**src/core/remote_io_pkg.sv**
```systemverilog
// Package of constants and types for the remote input/output handshake block
package remote_io_pkg;
   // ------------------------------------------------------------
   // Clock and timing
   // ------------------------------------------------------------
   localparam int unsigned CLK_HZ = 20000000;
   localparam int unsigned MIN_PULSE_MS = 25;
   localparam int unsigned MIN_PULSE_CYC = (CLK_HZ / 1000) * MIN_PULSE_MS;
   localparam int unsigned SEL_SETTLE_MS = 40;
   localparam int unsigned SEL_SETTLE_CYC = (CLK_HZ / 1000) * SEL_SETTLE_MS;
   localparam int unsigned CNT_W = 20;
   // ------------------------------------------------------------
   // Sizes
   // ------------------------------------------------------------
   localparam int unsigned PROG_W = 6;
   localparam int unsigned NUM_ROBOTS = 16;
   localparam int unsigned SEL_W = 5;
   localparam logic [SEL_W-1:0] SEL_ALL = 5'h00;
   localparam int unsigned NUM_CMD = 8;
   localparam logic [PROG_W-1:0] PROG_RST = 6'h00;
   localparam logic [CNT_W-1:0] CNT_ZERO = 20'h00000;
   localparam logic [CNT_W-1:0] CNT_ONE = 20'h00001;
   // Command slots in the filtered command vector
   localparam int unsigned CMD_START = 0;
   localparam int unsigned CMD_STOP = 1;
   localparam int unsigned CMD_PAUSE = 2;
   localparam int unsigned CMD_CONT = 3;
   localparam int unsigned CMD_MOTORS = 4;
   localparam int unsigned CMD_PWR_UP = 5;
   localparam int unsigned CMD_PWR_DN = 6;
   localparam int unsigned CMD_SHUTDOWN = 7;
   // ------------------------------------------------------------
   // Avalon register map (word addresses) and interrupt bits
   // ------------------------------------------------------------
   localparam int unsigned ADDR_W = 4;
   localparam logic [ADDR_W-1:0] REG_CTRL = 4'h0;
   localparam logic [ADDR_W-1:0] REG_STATUS = 4'h1;
   localparam logic [ADDR_W-1:0] REG_IRQ_STAT = 4'h2;
   localparam logic [ADDR_W-1:0] REG_IRQ_EN = 4'h3;
   localparam logic [ADDR_W-1:0] REG_IRQ_CLR = 4'h4;
   localparam logic [ADDR_W-1:0] REG_CMD_DONE = 4'h5;
   localparam int unsigned IRQ_W = 4;
   localparam int unsigned IRQ_ERROR = 0;
   localparam int unsigned IRQ_REJECT = 1;
   localparam int unsigned IRQ_ACCEPT = 2;
   localparam int unsigned IRQ_SHUT = 3;
   // CTRL fields
   localparam int unsigned CTRL_AUTO = 0;
   localparam int unsigned CTRL_REMOTE = 1;
   localparam int unsigned CTRL_PROGMODE = 2;
   localparam int unsigned CTRL_RIO_EN = 3;
   localparam int unsigned CTRL_ERR_SET = 4;
   localparam int unsigned CTRL_PROG_LSB = 8;
   localparam int unsigned CTRL_PROG_LD = 15;
   localparam logic [31:0] CTRL_RST = 32'h00000000;
   localparam logic [31:0] DEAD_READ = 32'hDEADBEEF;

   typedef enum logic [2:0] {
      ST_IDLE = 3'b001,
      ST_RUN = 3'b010,
      ST_ERROR = 3'b100
   } hs_state_t;
endpackage : remote_io_pkg

```
**src/core/pulse_qualifier.sv**
```systemverilog
// Minimum-width qualifier for one remote input line
`timescale 1ns/1ps
`default_nettype none
module pulse_qualifier #(
   parameter int unsigned MIN_CYC = remote_io_pkg::MIN_PULSE_CYC
) (
   // Clock and reset
   input wire logic clk,
   input wire logic reset_n,
   // Line
   input wire logic level_in,
   output logic qualified
);
   import remote_io_pkg::*;

   typedef struct packed {
      logic [CNT_W-1:0] cnt;
      logic hit;
   } pq_t;

   pq_t cur_ff;
   pq_t nxt_cur;
   localparam logic [CNT_W-1:0] LIMIT = CNT_W'(MIN_CYC);

   // consecutive-cycle count
   always_comb begin
      nxt_cur = cur_ff;
      nxt_cur.hit = 1'b0;
      if (!level_in) begin
         nxt_cur.cnt = CNT_ZERO;
      end else if (cur_ff.cnt != LIMIT) begin
         nxt_cur.cnt = cur_ff.cnt + CNT_ONE;
         // one pulse after full width
         nxt_cur.hit = (cur_ff.cnt + CNT_ONE) == LIMIT;
      end
   end

   always_ff @(posedge clk or negedge reset_n) begin
      if (!reset_n) begin
         cur_ff <= '0;
      end else begin
         cur_ff <= nxt_cur;
      end
   end

   assign qualified = cur_ff.hit;
endmodule : pulse_qualifier
`default_nettype wire

```
**src/core/remote_io_handshake.sv**
```systemverilog
// Remote input/output handshake logic: command qualification, status combining, error latch
// Operation
// Six binary-weighted lines show current or last main function number, 0 to 63.
// Commands accepted only in auto+remote or program mode with remote I/O on.
// External party waits 40 ms after changing robot selection before next input.
// Selection code zero means all robots; one to sixteen means one robot.
// All selected: motors flag set when any robot has motors energized.
// All selected: home flag set only when every robot is home.
// All selected: high-power flag set when any robot is in high power.
// All selected: calibration flag set when any robot still needs calibration.
// One selected: the four status flags follow only that robot.
// One input at a time; simultaneous requests raise an error.
// Inputs recognised only after staying high at least 25 ms.
// Shutdown input accepted only while ready is high.
// Error output stays high from the error until it is cleared.
// Reset input clears the error condition and the error output.
// During an error every input except reset is ignored.
// Selection retained until changed; after reset all robots selected.
// Command-active high while a command runs; reject flag when refused.
// Width check counts consecutive asserted cycles against a configurable count.
`timescale 1ns/1ps
`default_nettype none
module remote_io_handshake
   import remote_io_pkg::*;
#(
   parameter int unsigned MIN_CYC = remote_io_pkg::MIN_PULSE_CYC,
   parameter int unsigned ROBOTS = remote_io_pkg::NUM_ROBOTS
) (
   // Clock and reset
   input wire logic clk,
   input wire logic reset_n,
   // Avalon-MM slave
   input wire logic [remote_io_pkg::ADDR_W-1:0] avs_address,
   input wire logic avs_read,
   input wire logic avs_write,
   input wire logic [31:0] avs_writedata,
   output logic [31:0] avs_readdata,
   output logic avs_waitrequest,
   output logic irq,
   // Remote command inputs
   input wire logic program_select_in,
   input wire logic start_in,
   input wire logic stop_in,
   input wire logic pause_in,
   input wire logic continue_in,
   input wire logic energize_motors_in,
   input wire logic power_up_request_in,
   input wire logic power_down_request_in,
   input wire logic shutdown_in,
   input wire logic error_reset_in,
   input wire logic robot_select_strobe_in,
   input wire logic [remote_io_pkg::SEL_W-1:0] robot_select_code,
   // Per-robot status from the motion side
   input wire logic [ROBOTS-1:0] robot_motor_on,
   input wire logic [ROBOTS-1:0] robot_at_home,
   input wire logic [ROBOTS-1:0] robot_power_high,
   input wire logic [ROBOTS-1:0] robot_calib_missing,
   input wire logic ready_in,
   // Remote status outputs
   output logic prog_num_bit0,
   output logic prog_num_bit1,
   output logic prog_num_bit2,
   output logic prog_num_bit3,
   output logic prog_num_bit4,
   output logic prog_num_bit5,
   output logic motor_energized_flag,
   output logic home_position_flag,
   output logic high_power_flag,
   output logic calib_needed_flag,
   output logic command_active_flag,
   output logic command_reject_flag,
   output logic remote_accept_flag,
   output logic error_flag,
   output logic [remote_io_pkg::NUM_CMD-1:0] command_pulse,
   output logic shutdown_pulse
);
   import remote_io_pkg::*;

   // ------------------------------------------------------------
   // Input qualification
   // ------------------------------------------------------------
   localparam int unsigned NQ = NUM_CMD + 3;
   logic [NQ-1:0] raw_in;
   logic [NQ-1:0] qual;
   assign raw_in = {robot_select_strobe_in, error_reset_in, program_select_in,
                    shutdown_in, power_down_request_in, power_up_request_in,
                    energize_motors_in, continue_in, pause_in, stop_in, start_in};

   genvar gi;
   generate
      for (gi = 0; gi < NQ; gi++) begin : g_q
         pulse_qualifier #(.MIN_CYC(MIN_CYC)) u_q (
            .clk(clk),
            .reset_n(reset_n),
            .level_in(raw_in[gi]),
            .qualified(qual[gi])
         );
      end
   endgenerate

   logic [NUM_CMD-1:0] cmd_q;
   logic prog_q;
   logic reset_q;
   logic sel_q;
   assign cmd_q = qual[NUM_CMD-1:0];
   assign prog_q = qual[NUM_CMD];
   assign reset_q = qual[NUM_CMD+1];
   assign sel_q = qual[NUM_CMD+2];

   // ------------------------------------------------------------
   // State
   // ------------------------------------------------------------
   typedef struct packed {
      hs_state_t st;
      logic [31:0] ctrl;
      logic [PROG_W-1:0] prog;
      logic [SEL_W-1:0] sel;
      logic reject;
      logic [IRQ_W-1:0] istat;
      logic [IRQ_W-1:0] ien;
      logic [NUM_CMD-1:0] cmd;
      logic shut;
      logic [31:0] rdata;
      logic ack;
      logic motor;
      logic home;
      logic power;
      logic calib;
   } core_t;

   core_t cur_ff;
   core_t nxt_cur;

   logic accept;
   logic [4:0] n_req;
   logic any_req;
   logic multi_req;
   logic shut_ok;
   logic [IRQ_W-1:0] ev;
   logic [ROBOTS-1:0] onehot_sel;

   // remote acceptance window
   assign accept = (cur_ff.ctrl[CTRL_AUTO] & cur_ff.ctrl[CTRL_REMOTE])
                 | (cur_ff.ctrl[CTRL_PROGMODE] & cur_ff.ctrl[CTRL_RIO_EN]);

   always_comb begin
      n_req = 5'h00;
      for (int i = 0; i < NUM_CMD; i++) begin
         n_req = n_req + {4'h0, cmd_q[i]};
      end
      n_req = n_req + {4'h0, prog_q} + {4'h0, sel_q};
   end
   assign any_req = n_req != 5'h00;
   // simultaneous requests
   assign multi_req = n_req > 5'h01;
   // shutdown gated by ready
   assign shut_ok = ready_in;

   always_comb begin
      onehot_sel = '0;
      for (int i = 0; i < ROBOTS; i++) begin
         onehot_sel[i] = (cur_ff.sel == SEL_W'(i + 1));
      end
   end

   // ------------------------------------------------------------
   // Next-state logic
   // ------------------------------------------------------------
   always_comb begin
      nxt_cur = cur_ff;
      nxt_cur.cmd = '0;
      nxt_cur.shut = 1'b0;
      nxt_cur.ack = 1'b0;
      ev = '0;

      // any motor on
      // all robots home
      // any high power
      // any calibration missing
      // zero selects all
      if (cur_ff.sel == SEL_ALL) begin
         nxt_cur.motor = |robot_motor_on;
         nxt_cur.home = &robot_at_home;
         nxt_cur.power = |robot_power_high;
         nxt_cur.calib = |robot_calib_missing;
      end else begin
         // selected robot only
         nxt_cur.motor = |(robot_motor_on & onehot_sel);
         nxt_cur.home = |(robot_at_home & onehot_sel);
         nxt_cur.power = |(robot_power_high & onehot_sel);
         nxt_cur.calib = |(robot_calib_missing & onehot_sel);
      end

      case (cur_ff.st)
         ST_IDLE: begin
            if (any_req && accept) begin
               if (multi_req) begin
                  nxt_cur.st = ST_ERROR;
                  ev[IRQ_ERROR] = 1'b1;
               end else if (cmd_q[CMD_SHUTDOWN] && !shut_ok) begin
                  nxt_cur.reject = 1'b1;
                  ev[IRQ_REJECT] = 1'b1;
               end else if (sel_q) begin
                  // selection held until changed
                  nxt_cur.sel = robot_select_code;
               end else begin
                  nxt_cur.reject = 1'b0;
                  nxt_cur.cmd = cmd_q;
                  nxt_cur.shut = cmd_q[CMD_SHUTDOWN];
                  if (prog_q) begin
                     nxt_cur.prog = cur_ff.ctrl[CTRL_PROG_LSB +: PROG_W];
                  end
                  nxt_cur.st = ST_RUN;
                  ev[IRQ_ACCEPT] = 1'b1;
                  ev[IRQ_SHUT] = cmd_q[CMD_SHUTDOWN];
               end
            end else if (any_req) begin
               // refused command
               nxt_cur.reject = 1'b1;
               ev[IRQ_REJECT] = 1'b1;
            end
         end
         ST_RUN: begin
            if (any_req) begin
               nxt_cur.st = ST_ERROR;
               ev[IRQ_ERROR] = 1'b1;
            end
         end
         ST_ERROR: begin
            // only reset honoured
            // reset clears error
            if (reset_q) begin
               nxt_cur.st = ST_IDLE;
               nxt_cur.reject = 1'b0;
            end
         end
         default: begin
            nxt_cur.st = ST_IDLE;
         end
      endcase

      // Bus access; waitrequest drops one cycle after the request
      if ((avs_read || avs_write) && !cur_ff.ack) begin
         nxt_cur.ack = 1'b1;
         nxt_cur.rdata = 32'h00000000;
         if (avs_write) begin
            case (avs_address)
               REG_CTRL: begin
                  nxt_cur.ctrl = avs_writedata;
                  nxt_cur.ctrl[CTRL_ERR_SET] = 1'b0;
                  nxt_cur.ctrl[CTRL_PROG_LD] = 1'b0;
                  if (avs_writedata[CTRL_PROG_LD]) begin
                     nxt_cur.prog = avs_writedata[CTRL_PROG_LSB +: PROG_W];
                  end
                  // software-raised fault latches
                  if (avs_writedata[CTRL_ERR_SET] && cur_ff.st != ST_ERROR) begin
                     nxt_cur.st = ST_ERROR;
                     ev[IRQ_ERROR] = 1'b1;
                  end
               end
               REG_IRQ_EN: nxt_cur.ien = avs_writedata[IRQ_W-1:0];
               REG_IRQ_CLR: nxt_cur.istat = cur_ff.istat & ~avs_writedata[IRQ_W-1:0];
               // command finished
               REG_CMD_DONE: begin
                  if (cur_ff.st == ST_RUN && nxt_cur.st == ST_RUN) begin
                     nxt_cur.st = ST_IDLE;
                  end
               end
               default: begin
               end
            endcase
         end else begin
            case (avs_address)
               REG_CTRL: nxt_cur.rdata = cur_ff.ctrl;
               REG_STATUS: nxt_cur.rdata = {11'h000, cur_ff.sel, 5'h00, cur_ff.st,
                                            2'h0, cur_ff.prog};
               REG_IRQ_STAT: nxt_cur.rdata = {28'h0000000, cur_ff.istat};
               REG_IRQ_EN: nxt_cur.rdata = {28'h0000000, cur_ff.ien};
               REG_IRQ_CLR: nxt_cur.rdata = 32'h00000000;
               REG_CMD_DONE: nxt_cur.rdata = 32'h00000000;
               default: nxt_cur.rdata = DEAD_READ;
            endcase
         end
      end
      // Set wins over a same-cycle clear
      nxt_cur.istat = nxt_cur.istat | ev;
   end

   always_ff @(posedge clk or negedge reset_n) begin
      if (!reset_n) begin
         cur_ff <= '{st: ST_IDLE, ctrl: CTRL_RST, prog: PROG_RST, sel: SEL_ALL, default: '0};
      end else begin
         cur_ff <= nxt_cur;
      end
   end

   // ------------------------------------------------------------
   // Outputs
   // ------------------------------------------------------------
   // binary weighted program number
   assign {prog_num_bit5, prog_num_bit4, prog_num_bit3,
           prog_num_bit2, prog_num_bit1, prog_num_bit0} = cur_ff.prog;
   assign motor_energized_flag = cur_ff.motor;
   assign home_position_flag = cur_ff.home;
   assign high_power_flag = cur_ff.power;
   assign calib_needed_flag = cur_ff.calib;
   assign command_active_flag = cur_ff.st == ST_RUN;
   assign command_reject_flag = cur_ff.reject;
   assign remote_accept_flag = accept;
   assign error_flag = cur_ff.st == ST_ERROR;
   assign command_pulse = cur_ff.cmd;
   assign shutdown_pulse = cur_ff.shut;
   assign avs_readdata = cur_ff.rdata;
   assign avs_waitrequest = (avs_read | avs_write) & ~cur_ff.ack;
   assign irq = |(cur_ff.istat & cur_ff.ien);
endmodule : remote_io_handshake
`default_nettype wire

```
**config.mk**
```make
export PLATFORM = sky130hd
export DESIGN_NAME = remote_io_handshake
export DESIGN_NICKNAME = d
export VERILOG_FILES = /design/src/core/remote_io_pkg.sv /design/src/core/pulse_qualifier.sv /design/src/core/remote_io_handshake.sv
export SDC_FILE = /design/constraint.sdc
export NUM_CORES = 1
export LEC_CHECK = 0
export BUFFER_PORTS_ARGS = -buffer_cell sky130_fd_sc_hd__buf_2
export CAP_MARGIN = 20
export CELL_PAD_IN_SITES_DETAIL_PLACEMENT = 0
export CELL_PAD_IN_SITES_GLOBAL_PLACEMENT = 1
export CORE_MARGIN = 2
export CORE_UTILIZATION = 50
export CTS_CLUSTER_SIZE = 24
export DETAILED_ROUTE_END_ITERATION = 16
export MAX_ROUTING_LAYER = met4
export PLACE_DENSITY_LB_ADDON = 0.3
export SLEW_MARGIN = 10
export SYNTH_ARGS = -nofsm -noshare
export SYNTH_HDL_FRONTEND = slang
export SYNTH_SLANG_ARGS = --single-unit
export TNS_END_PERCENT = 5
```
**constraint.sdc**
```tcl
create_clock -name clk -period 7.05 [get_ports clk]
set_clock_uncertainty 0.05 [all_clocks]
set_input_delay 2.115 -clock clk [delete_from_list [all_inputs] [get_ports clk]]
set_output_delay 2.115 -clock clk [all_outputs]
set_load 0.05 [all_outputs]
```
==> results of run 1 <==
==> layout make-up <==
class,instances,area [um^2],share of cell area (%)
Multi-Input combinational cell,1561,10200,47.4
Sequential cell,329,8230,38.1
Clock buffer,49,1050,4.87
Timing Repair Buffer,187,983,4.55
Tap cell,518,648,3.00
Clock inverter,18,223,1.03
Inverter,59,221,1.02
Antenna cell,4,10.0,0.0463
==> cells in the mapped netlist (19+ instances only) <==
master,count
inv_1,59
clkbuf_1,74
nor4_1,39
and4_1,20
ha_1,35
nand3_1,96
nor2b_1,54
mux2_2,47
xor2_1,83
a21oi_1,51
nand4_1,67
nor3b_1,23
mux2i_1,27
nand2_1,161
and3_1,38
buf_4,40
nand2b_1,19
dfrtp_1,328
and2_1,87
nor3_1,37
nor2_1,243
xnor2_1,117
o21ai_0,74
==> metrics by stage <==
step	area, um^2	std cells	total power (uW)
floorplan	19300	2081	2440
global placement	20300	2654	2600
detailed placement	20300	2654	2610
CTS	21600	2721	4660
global route	21600	2725	4790
finish	21600	2725	4600
==> state kept, by name (all words and copies together), names as in the netlist <==
name and count:
g_q.u_q.cur_ff 220, cur_ff 47, avs_readdata 32, g_q.u_q.qualified 11
command_pulse 8, calib_needed_flag 1, command_reject_flag 1, high_power_flag 1
home_position_flag 1, motor_energized_flag 1, prog_num_bit0 1, prog_num_bit1 1
prog_num_bit2 1, prog_num_bit3 1, prog_num_bit4 1, prog_num_bit5 1
==> placed cells by master, fill, tap and decap left out, types with 38 or more instances in the layout <==
cell type	instances
dfrtp_1	328
nor2_1	242
buf_2	176
nand2_1	161
xnor2_1	117
nand3_1	96
and2_1	87
xor2_1	83
o21ai_0	74
nand4_1	67
inv_1	59
nor2b_1	54
a21oi_1	51
mux2_2	47
and3_1	38
nor4_1	38
clkbuf_16	38
==> worst max-delay path, delay by kind of cell, from the launching register on <==
kind,cells,cell delay [ns]
fa+ha+maj,5,1.95
mux,1,0.29
flops,1,0.44
simple gates,2,1.16
buf+inv,3,0.17
compound gates,3,0.75
==> logic make-up (layout without fill, tap and decap cells) <==
logic type                 Yosys count  count (layout)
AOI/OAI and AO/OA                  260             260
xor gates and xnor gates           200             200
adders and majority gates           41              41
buffers and inverters              191             313
DFF                                329             329
muxes                               76              76
other                                0               4
and+or+nand+nor                    984             984
==> power by group <==
part / internal, uW / switching (uW)
combinational: 168 / 333
clock: 1210 / 814
sequential: 1990 / 88.5
==> worst min-delay path by stage <==
stage                        to  slack (ns)  depth (start not counted)
4_1_cts         avs_readdata[6]        0.44                          2
2_1_floorplan   avs_readdata[2]        0.40                          2
6_report        avs_readdata[2]        0.44                          2
5_1_grt        avs_readdata[14]        0.46                          1
3_5_place_dp   command_pulse[4]        0.42                          1
3_3_place_gp   command_pulse[4]        0.41                          1
==> layer usage <==
metal | share of wire, % | routed length (um) | vias up | GRT usage [%]
li1 | - | - | 7464 | -
met1 | 46 | 21200 | 7435 | 31.4
met2 | 47 | 21800 | 369 | 38.2
met3 | 4.5 | 2110 | 86 | 3.83
met4 | 2.9 | 1350 | 0 | 8.31
met5 | 0 | 0 | - | -
==> results.toml, run 1 <==
[timing]
slew_viol_final = 0
final.period_utilization_pct = 70.2
timing.fmax_mhz = 202
rsz0062_at_grt = "false"
layout_setup_ws_ns = 2.10
relSlewSlack_pct = 34.6
finalHoldWorstSlack_ns = 0.437
period_needed_ns = 4.95
finalSetupViolCount = 0
worstMarginPinSlew_ns = 0.972
setup-tns-final_ns = 0
hold_viol_final = 0

[critical_path]
cp-endpoint = "prog_num_bit4"
crit_chain = "fa_1 > fa_1 > inv_1 > fa_1 > inv_1 > ha_1 > inv_1 > fa_1 > a2111oi_0 > o21ai_1 > nor4_2 > nand2_1 > mux2i_1 > a21oi_1"
cp-start-kind = "register"
critPathMostFrequentCell = "fa_1"
ff2ff_setup_slack_ns = 2.10
worst-r2r-cell-count = 14
r2r-end = "prog_num_bit4"
critPathLaunch = "g_q[10].u_q.qualified"
rr_startpoint = "g_q[10].u_q.qualified"
cp_data_arrival_time_ns = 5.31
end_kind = "register"
cp_slowest_cell = "nor4_2"
cp_max_fo = 11
critPathMaxStageDelay_ns = 0.75
path_class = "register to register"
cp.required_ns = 7.42

[grt]
grt_max_degree = 162
overflow = 0
grt_pass1_vias = 15200
antenna_found_initial = 5
track_usage_pct = 24.0
grt_first_pass_wirelength_mm = 78.0

[cts]
clock-sinks = 329
cts.reportedPaths.clkPinSlew_ns = 0.06
post_cts_buffers = 0
hold_buffers = 0
cts_buffer_depth = 3
tritoncts = "done"
ctsResizeCount = 0
htreeDepth = 2
cts_buffers = 38
clock-root-buffer = "clkbuf_16"
clk_latency_ns = 0.55

[route]
drt-initial-drc-count = 869
post_drt_wl_per_cell_um = 17.0
routed_via_density = 5.63
drc_errors = 0
firstDrtPassIters = 5
wirelength_mm = 46.5
drtAntennaViolNets = 0
vias = 15400

[synthesis]
avgSynthCellArea_um2 = 9.30
yosys.area.top_type = "dfrtp_1"
ys_ff_latch = 329
yosys_warnings = 0
synth_compound_area_share_pct = 8.93
yosys.area.top_type_share_pct = 42.4
ys_seq_area_share_pct = 42.6
syn_inst = 2081
synth-async-reset-ratio_pct = 100
synth_edf_count = 0
yosys.area_share.simple_pct = 27.6
syn_area_um2 = 19300
synthAdderAreaFrac_pct = 2.88
synth_top_family_by_area = "simple AND/OR/NAND/NOR gates"
synthMuxAreaShare_pct = 4.37
synth_ff_type = "dfrtp_1"
synth_xor_xnor_area_share_pct = 9.06
yosys-top-cells-area = "dfrtp_1 (42%), xnor2_1 (5.3%), nor2_1 (4.7%)"
synth_cell_types = 87
synth_nets = 2243

[finish]
final_core_util_pct = 56.3
areaGrowthSynthToFinish_pct = 11.7
drive_gt1_share_pct = 15.1
nFillCells = 3463
final_nets = 2338

[placement]
port_buffers = 177
dp_hpwl_mm = 33.7
preCtsSetupSlack_ns = 2.15
gp_congestion = 0.949

[floorplanning]
rows = 72
start_util_pct = 50.4
core_um2 = 38400
ios = 178
fp.dieArea_um2 = 40300
dieWidth_um = 201
die_h_um = 201

[min_path]
hold_path_class = "register to register"
hp-start = "avs_readdata[2]"

[run]
maxCapViolCount = 0

[run_status]
status = "finished clean"

[power]
powerDensity_nw_per_um2 = 213
ir_drop_uv = 132
power_leakage_uw = 0.00933
(Power assumes the default switching activity.)
==> run 2, diff against run 1 <==
Settings changed: CORE_UTILIZATION 50 to 42.
Clock period 7.05 ns to 4.2 ns, I/O delays scaled along.
==> run 2 against run 1 <==
Against the previous run: combinational power up 69%; non-clock buffer count is 12 higher; global-route usage down 3.3 points; critical endpoint is now cur_ff[57]; largest power group is now clock; highest routed layer unchanged.
==> results.toml, run 2 (synthesis gave the netlist of run 1 again) <==
[critical_path]
cp.required_ns = 4.61
critPathMaxStageDelay_ns = 0.51
cp_data_arrival_time_ns = 4.43
cp_max_fo = 6
r2r-end = "cur_ff[57]"
rr_startpoint = "g_q[3].u_q.qualified"
cp-start-kind = "register"
end_kind = "register"
cp_slowest_cell = "fa_1"
ff2ff_setup_slack_ns = 0.19
critPathLaunch = "g_q[3].u_q.qualified"
worst-r2r-cell-count = 13
path_class = "register to register"
cp-endpoint = "cur_ff[57]"
crit_chain = "fa_1 > fa_1 > inv_1 > fa_1 > inv_1 > ha_4 > inv_1 > fa_2 > a2111oi_4 > o21ai_2 > nor4_2 > buf_4 > mux2_2"

[timing]
finalHoldWorstSlack_ns = 0.423
setup-tns-final_ns = 0
worstMarginPinSlew_ns = 0.947
hold_viol_final = 0
finalSetupViolCount = 0
period_needed_ns = 4.01
relSlewSlack_pct = 36.9
timing.fmax_mhz = 249
final.period_utilization_pct = 95.5
slew_viol_final = 0

[floorplanning]
ios = 178
rows = 78
dieWidth_um = 219
die_h_um = 219
core_um2 = 45400
fp.dieArea_um2 = 47800
start_util_pct = 42.6

[finish]
instances_no_fill = 2824
fin_area_um2 = 22100
layout_commonest_cell = "dfrtp_1"
largest_register_ffs = 220
top_register = "g_q.u_q.cur_ff"
most-common-layout-cells = "dfrtp_1 (328), nor2_1 (242), buf_2 (176)"
final_nets = 2352
areaGrowthSynthToFinish_pct = 14.0
drive_gt1_share_pct = 15.8

[min_path]
hold_path_class = "register to register"
hp-start = "avs_readdata[2]"
hold_depth = 2

[route]
routed_via_density = 5.46
post_drt_wl_per_cell_um = 17.0
vias = 15400
drt-initial-drc-count = 1105
drc_errors = 0
drtAntennaViolNets = 0
wirelength_mm = 47.9
firstDrtPassIters = 6

[power]
swShare_pct = 26.5
ir_drop_uv = 308
pwr-share-clk_pct = 46.2
netSwitchingPower_uw = 2130
intPower_uw = 5910
p_seq_share_pct = 43.3
power_leakage_uw = 0.00951
powerDensity_nw_per_um2 = 365
pwr-share-comb_pct = 10.5

[cts]
clk_latency_ns = 0.58
htreeDepth = 2
clock-sinks = 329
clock-root-buffer = "clkbuf_16"
cts_buffers = 40
tritoncts = "done"
cts_buffer_depth = 3
cts.reportedPaths.clkPinSlew_ns = 0.06

[run]
maxCapViolCount = 0

[run_status]
status = "finished clean"

[grt]
grt_max_degree = 77
grt_first_pass_wirelength_mm = 78.5
track_usage_pct = 20.7
overflow = 0
grt_pass1_vias = 15100
antenna_found_initial = 3

[placement]
dp_hpwl_mm = 34.7
dp_cells = 2747
gp_congestion = 0.919
dpl_cell_area_um2 = 20500
port_buffers = 177
==> run 2: cell types whose count changed in the layout (fill, tap and decap cells not counted), moves of 2 or more <==
cell,previous run,this run
bufinv_16,4,6
clkbuf_16,38,40
buf_4,9,18
clkinv_16,0,2
buf_12,1,4
inv_6,2,0
clkinvlp_4,4,0
clkbuf_8,6,8
clkbuf_1,5,9
==> run 2: worst max-delay path: cells and delay by family (launching register included) <==
kind	cells	cell delay, ns
adder cells (fa/ha/maj)	5	2.01
flip-flops	1	0.40
multiplexers	1	0.34
buffers and inverters	4	0.44
AND/OR/NAND/NOR	1	0.29
AO/OA/AOI/OAI	2	0.38
==> run 2: final cells by class <==
type,instances,area [um^2]
sequential,329,8230
tap,600,751
inverter,59,221
fill,4296,23300
multi-input combinational,1561,10300
antenna,3,7.51
clock buffer,57,1140
timing repair buffer,199,1110
clock inverter,16,292
==> run 2: worst min-delay path by stage <==
stage,endpoint,slack [ns]
2_1_floorplan,avs_readdata[2],0.40
6_report,avs_readdata[2],0.42
5_1_grt,avs_readdata[23],0.45
3_3_place_gp,avs_readdata[2],0.41
4_1_cts,command_pulse[6],0.43
3_5_place_dp,avs_readdata[2],0.42
==> run 2: repair_timing <==
action / in CTS / in global routing
hold buffers: 0 / 0
buffers inserted: 0 / 2
resized for setup: 1 / 9
setup endpoints to repair: 6 / 27
pin swaps: 0 / 6
==> run 2: power groups by stage <==
| stage | Clock (uW) | Sequential (uW) | Combinational [uW] |
|---|---|---|---|
| global placement | 0 | 3540 | 841 |
| detailed placement | 0 | 3540 | 855 |
| finish | 3710 | 3480 | 845 |
| global route | 3950 | 3510 | 927 |
| CTS | 3820 | 3490 | 859 |
| floorplan | 0 | 3540 | 563 |
==> run 2: stage by stage <==
step	power, uW	setup WS, ns	util, %
2_1_floorplan	4100	0.200	-
3_3_place_gp	4380	0.0769	45.3
3_5_place_dp	4400	-0.0605	45.3
4_1_cts	8170	0.0139	48.5
5_1_grt	8390	-0.0305	48.6
6_report	8040	0.187	48.6
==> run 2: metal layers <==
metal	GRT usage [%]	wire (um)
met1	25.7	21300
met2	34.1	22800
met3	3.99	2780
met4	6.28	1110
met5	-	0
==> run 3, diff against run 2 <==
Settings changed: CORE_UTILIZATION 42 to 47.
Clock period 4.2 ns to 3.7 ns, I/O delays scaled along.
==> run 3 against run 2 <==
Against the previous run: the run now ends with setup timing left; via count decreased by 0.18%; setup slack got worse by 0.36 ns; flip-flop and latch count stayed put; die area decreased by 10%; global-route usage is 1.5 points higher; sequential share of layout area grew 0.057 points; design area shrank 0.15%; first-iteration DRC count grew 1.8%; combinational power grew 15%; count of clock-buffer cells in the layout rose by 1; critical path depth rose by 2; register-to-register slack got worse by 0.36 ns.
==> results.toml, run 3 (synthesis gave the netlist of run 1 again) <==
[run_status]
status = "finished, violations left"
violations = "setup timing"

[finish]
drive_gt1_share_pct = 16.3
final_core_util_pct = 54.1
largest_register_ffs = 220
most-common-layout-cells = "dfrtp_1 (328), nor2_1 (241), buf_2 (176)"
top_register = "g_q.u_q.cur_ff"
final_nets = 2363
areaGrowthSynthToFinish_pct = 13.8
fin_area_um2 = 22000
nFillCells = 3641
layout_commonest_cell = "dfrtp_1"

[timing]
slew_viol_final = 0
timing.fmax_mhz = 258
finalSetupViolCount = 15
finalHoldWorstSlack_ns = 0.423
period_needed_ns = 3.87
final.period_utilization_pct = 105
hold_viol_final = 0
relSlewSlack_pct = 33.5
setup-tns-final_ns = -1.13
layout_setup_ws_ns = -0.171
worstMarginPinSlew_ns = 0.990
rsz0062_at_grt = "true"

[route]
post_drt_wl_per_cell_um = 16.8
wirelength_mm = 46.6
drc_errors = 0
routed_via_density = 5.56
vias = 15400
drt-initial-drc-count = 1125
firstDrtPassIters = 5
drtAntennaViolNets = 0

[cts]
cts_buffer_depth = 3
cts_buffers = 40
cts.reportedPaths.clkPinSlew_ns = 0.06
clk_latency_ns = 0.55
post_cts_buffers = 0
tritoncts = "done"
htreeDepth = 2
clock-root-buffer = "clkbuf_16"
clock-sinks = 329

[critical_path]
critPathMaxStageDelay_ns = 0.52
cp_max_fo = 6
cp_top_family = "adder cells"
crit_chain = "fa_1 > fa_1 > inv_1 > fa_1 > inv_2 > ha_4 > inv_2 > fa_2 > a2111oi_4 > o21ai_4 > nor4_4 > nand2_1 > buf_6 > mux2i_1 > a21oi_1"
critPathMostFrequentCell = "fa_1"
cp_data_arrival_time_ns = 4.24
path_buf_inv = 4
cp.required_ns = 4.07
path_class = "register to register"
end_kind = "register"
cp-start-kind = "register"
cp_slowest_cell = "fa_1"

[power]
powerDensity_nw_per_um2 = 404
pwr-share-clk_pct = 44.6
swShare_pct = 26.5
pwr-share-comb_pct = 10.9
power_leakage_uw = 0.00953
ir_drop_uv = 260
p_seq_share_pct = 44.4
power.total_uw = 8900
netSwitchingPower_uw = 2350
intPower_uw = 6540

[placement]
port_buffers = 177
dp_hpwl_mm = 34.0
gp_congestion = 0.935
dpl_cell_area_um2 = 20600

[floorplanning]
start_util_pct = 47.5
fp.dieArea_um2 = 42800
ios = 178
dieWidth_um = 207
core_um2 = 40700
rows = 74
die_h_um = 207

[grt]
overflow = 0
antenna_found_initial = 8
track_usage_pct = 22.2
grt_max_degree = 70
grt_first_pass_wirelength_mm = 74.9
grt_pass1_vias = 15000

[run]
maxCapViolCount = 0

[min_path]
hold_path_class = "register to register"
run 3: cell types whose count changed in the layout (fill, tap and decap cells not counted), sizes merged:
cell | before | now
inv | 59 | 60
bufinv | 6 | 3
diode | 3 | 7
clkinv | 10 | 9
clkbuf | 57 | 58
buf | 199 | 210
run 3: repair_timing:
action	4_1_cts	5_1_grt
resized for setup	6	7
hold buffers	0	0
setup endpoints to repair	18	27
pin swaps	4	2
run 3: worst paths after layout:
| kind | startpoint | to | slack, ns | cells past startpoint |
|---|---|---|---|---|
| min in group asynchronous | reset_n | g_q[3].u_q.cur_ff[18] | 0.49 | 1 |
| hold / removal | g_q[6].u_q.qualified | command_pulse[6] | 0.42 | 1 |
| hold reg to reg | g_q[6].u_q.qualified | command_pulse[6] | 0.42 | 1 |
| setup reg to reg | g_q[7].u_q.qualified | prog_num_bit4 | -0.17 | 15 |
| setup / recovery | g_q[7].u_q.qualified | prog_num_bit4 | -0.17 | 15 |
| max in group asynchronous | reset_n | g_q[2].u_q.cur_ff[3] | 2.35 | 2 |
run 3: metrics by stage:
step,worst slack (ns),std cells
2_1_floorplan,-0.112,2081
3_3_place_gp,-0.138,2691
3_5_place_dp,-0.236,2691
4_1_cts,-0.211,2762
5_1_grt,-0.333,2769
6_report,-0.171,2769
run 3: cell type report:
cell class / instances / area [um^2] / share of cell area, %
diodes: 7 / 17.5 / 0.0795
multi-input cells: 1561 / 10300 / 46.9
clock buffers: 58 / 1180 / 5.36
clock inverters: 13 / 155 / 0.705
flip-flops and latches: 329 / 8230 / 37.4
well taps: 532 / 666 / 3.02
repair buffers: 210 / 1220 / 5.53
inverters: 59 / 221 / 1.01
run 3: metal layers:
| metal | part of all wire [%] | global-route usage [%] | up-vias |
|---|---|---|---|
| met5 | 0 | - | - |
| li1 | - | - | 7539 |
| met3 | 5.4 | 3.63 | 70 |
| met1 | 45 | 27.7 | 7432 |
| met4 | 2.3 | 7.17 | 0 |
| met2 | 48 | 36.8 | 360 |
run 3: worst register-to-register path, cell delays in order, from the launching register on:
cell and delay, ns:
dfrtp_1 0.42, fa_1 0.52, fa_1 0.52, inv_1 0.05
fa_1 0.44, inv_2 0.08, ha_4 0.14, inv_2 0.04
fa_2 0.37, a2111oi_4 0.26, o21ai_4 0.12, nor4_4 0.16
nand2_1 0.12, buf_6 0.16, mux2i_1 0.20, a21oi_1 0.10
run 3: power by group through the flow:
stage | Sequential (uW) | Combinational, uW | Clock, uW
after global routing | 3980 | 1060 | 4230
after global placement | 4010 | 957 | 0
after floorplan | 4020 | 641 | 0
after detailed placement | 4020 | 983 | 0
final | 3950 | 972 | 3970
after CTS | 3950 | 985 | 4080
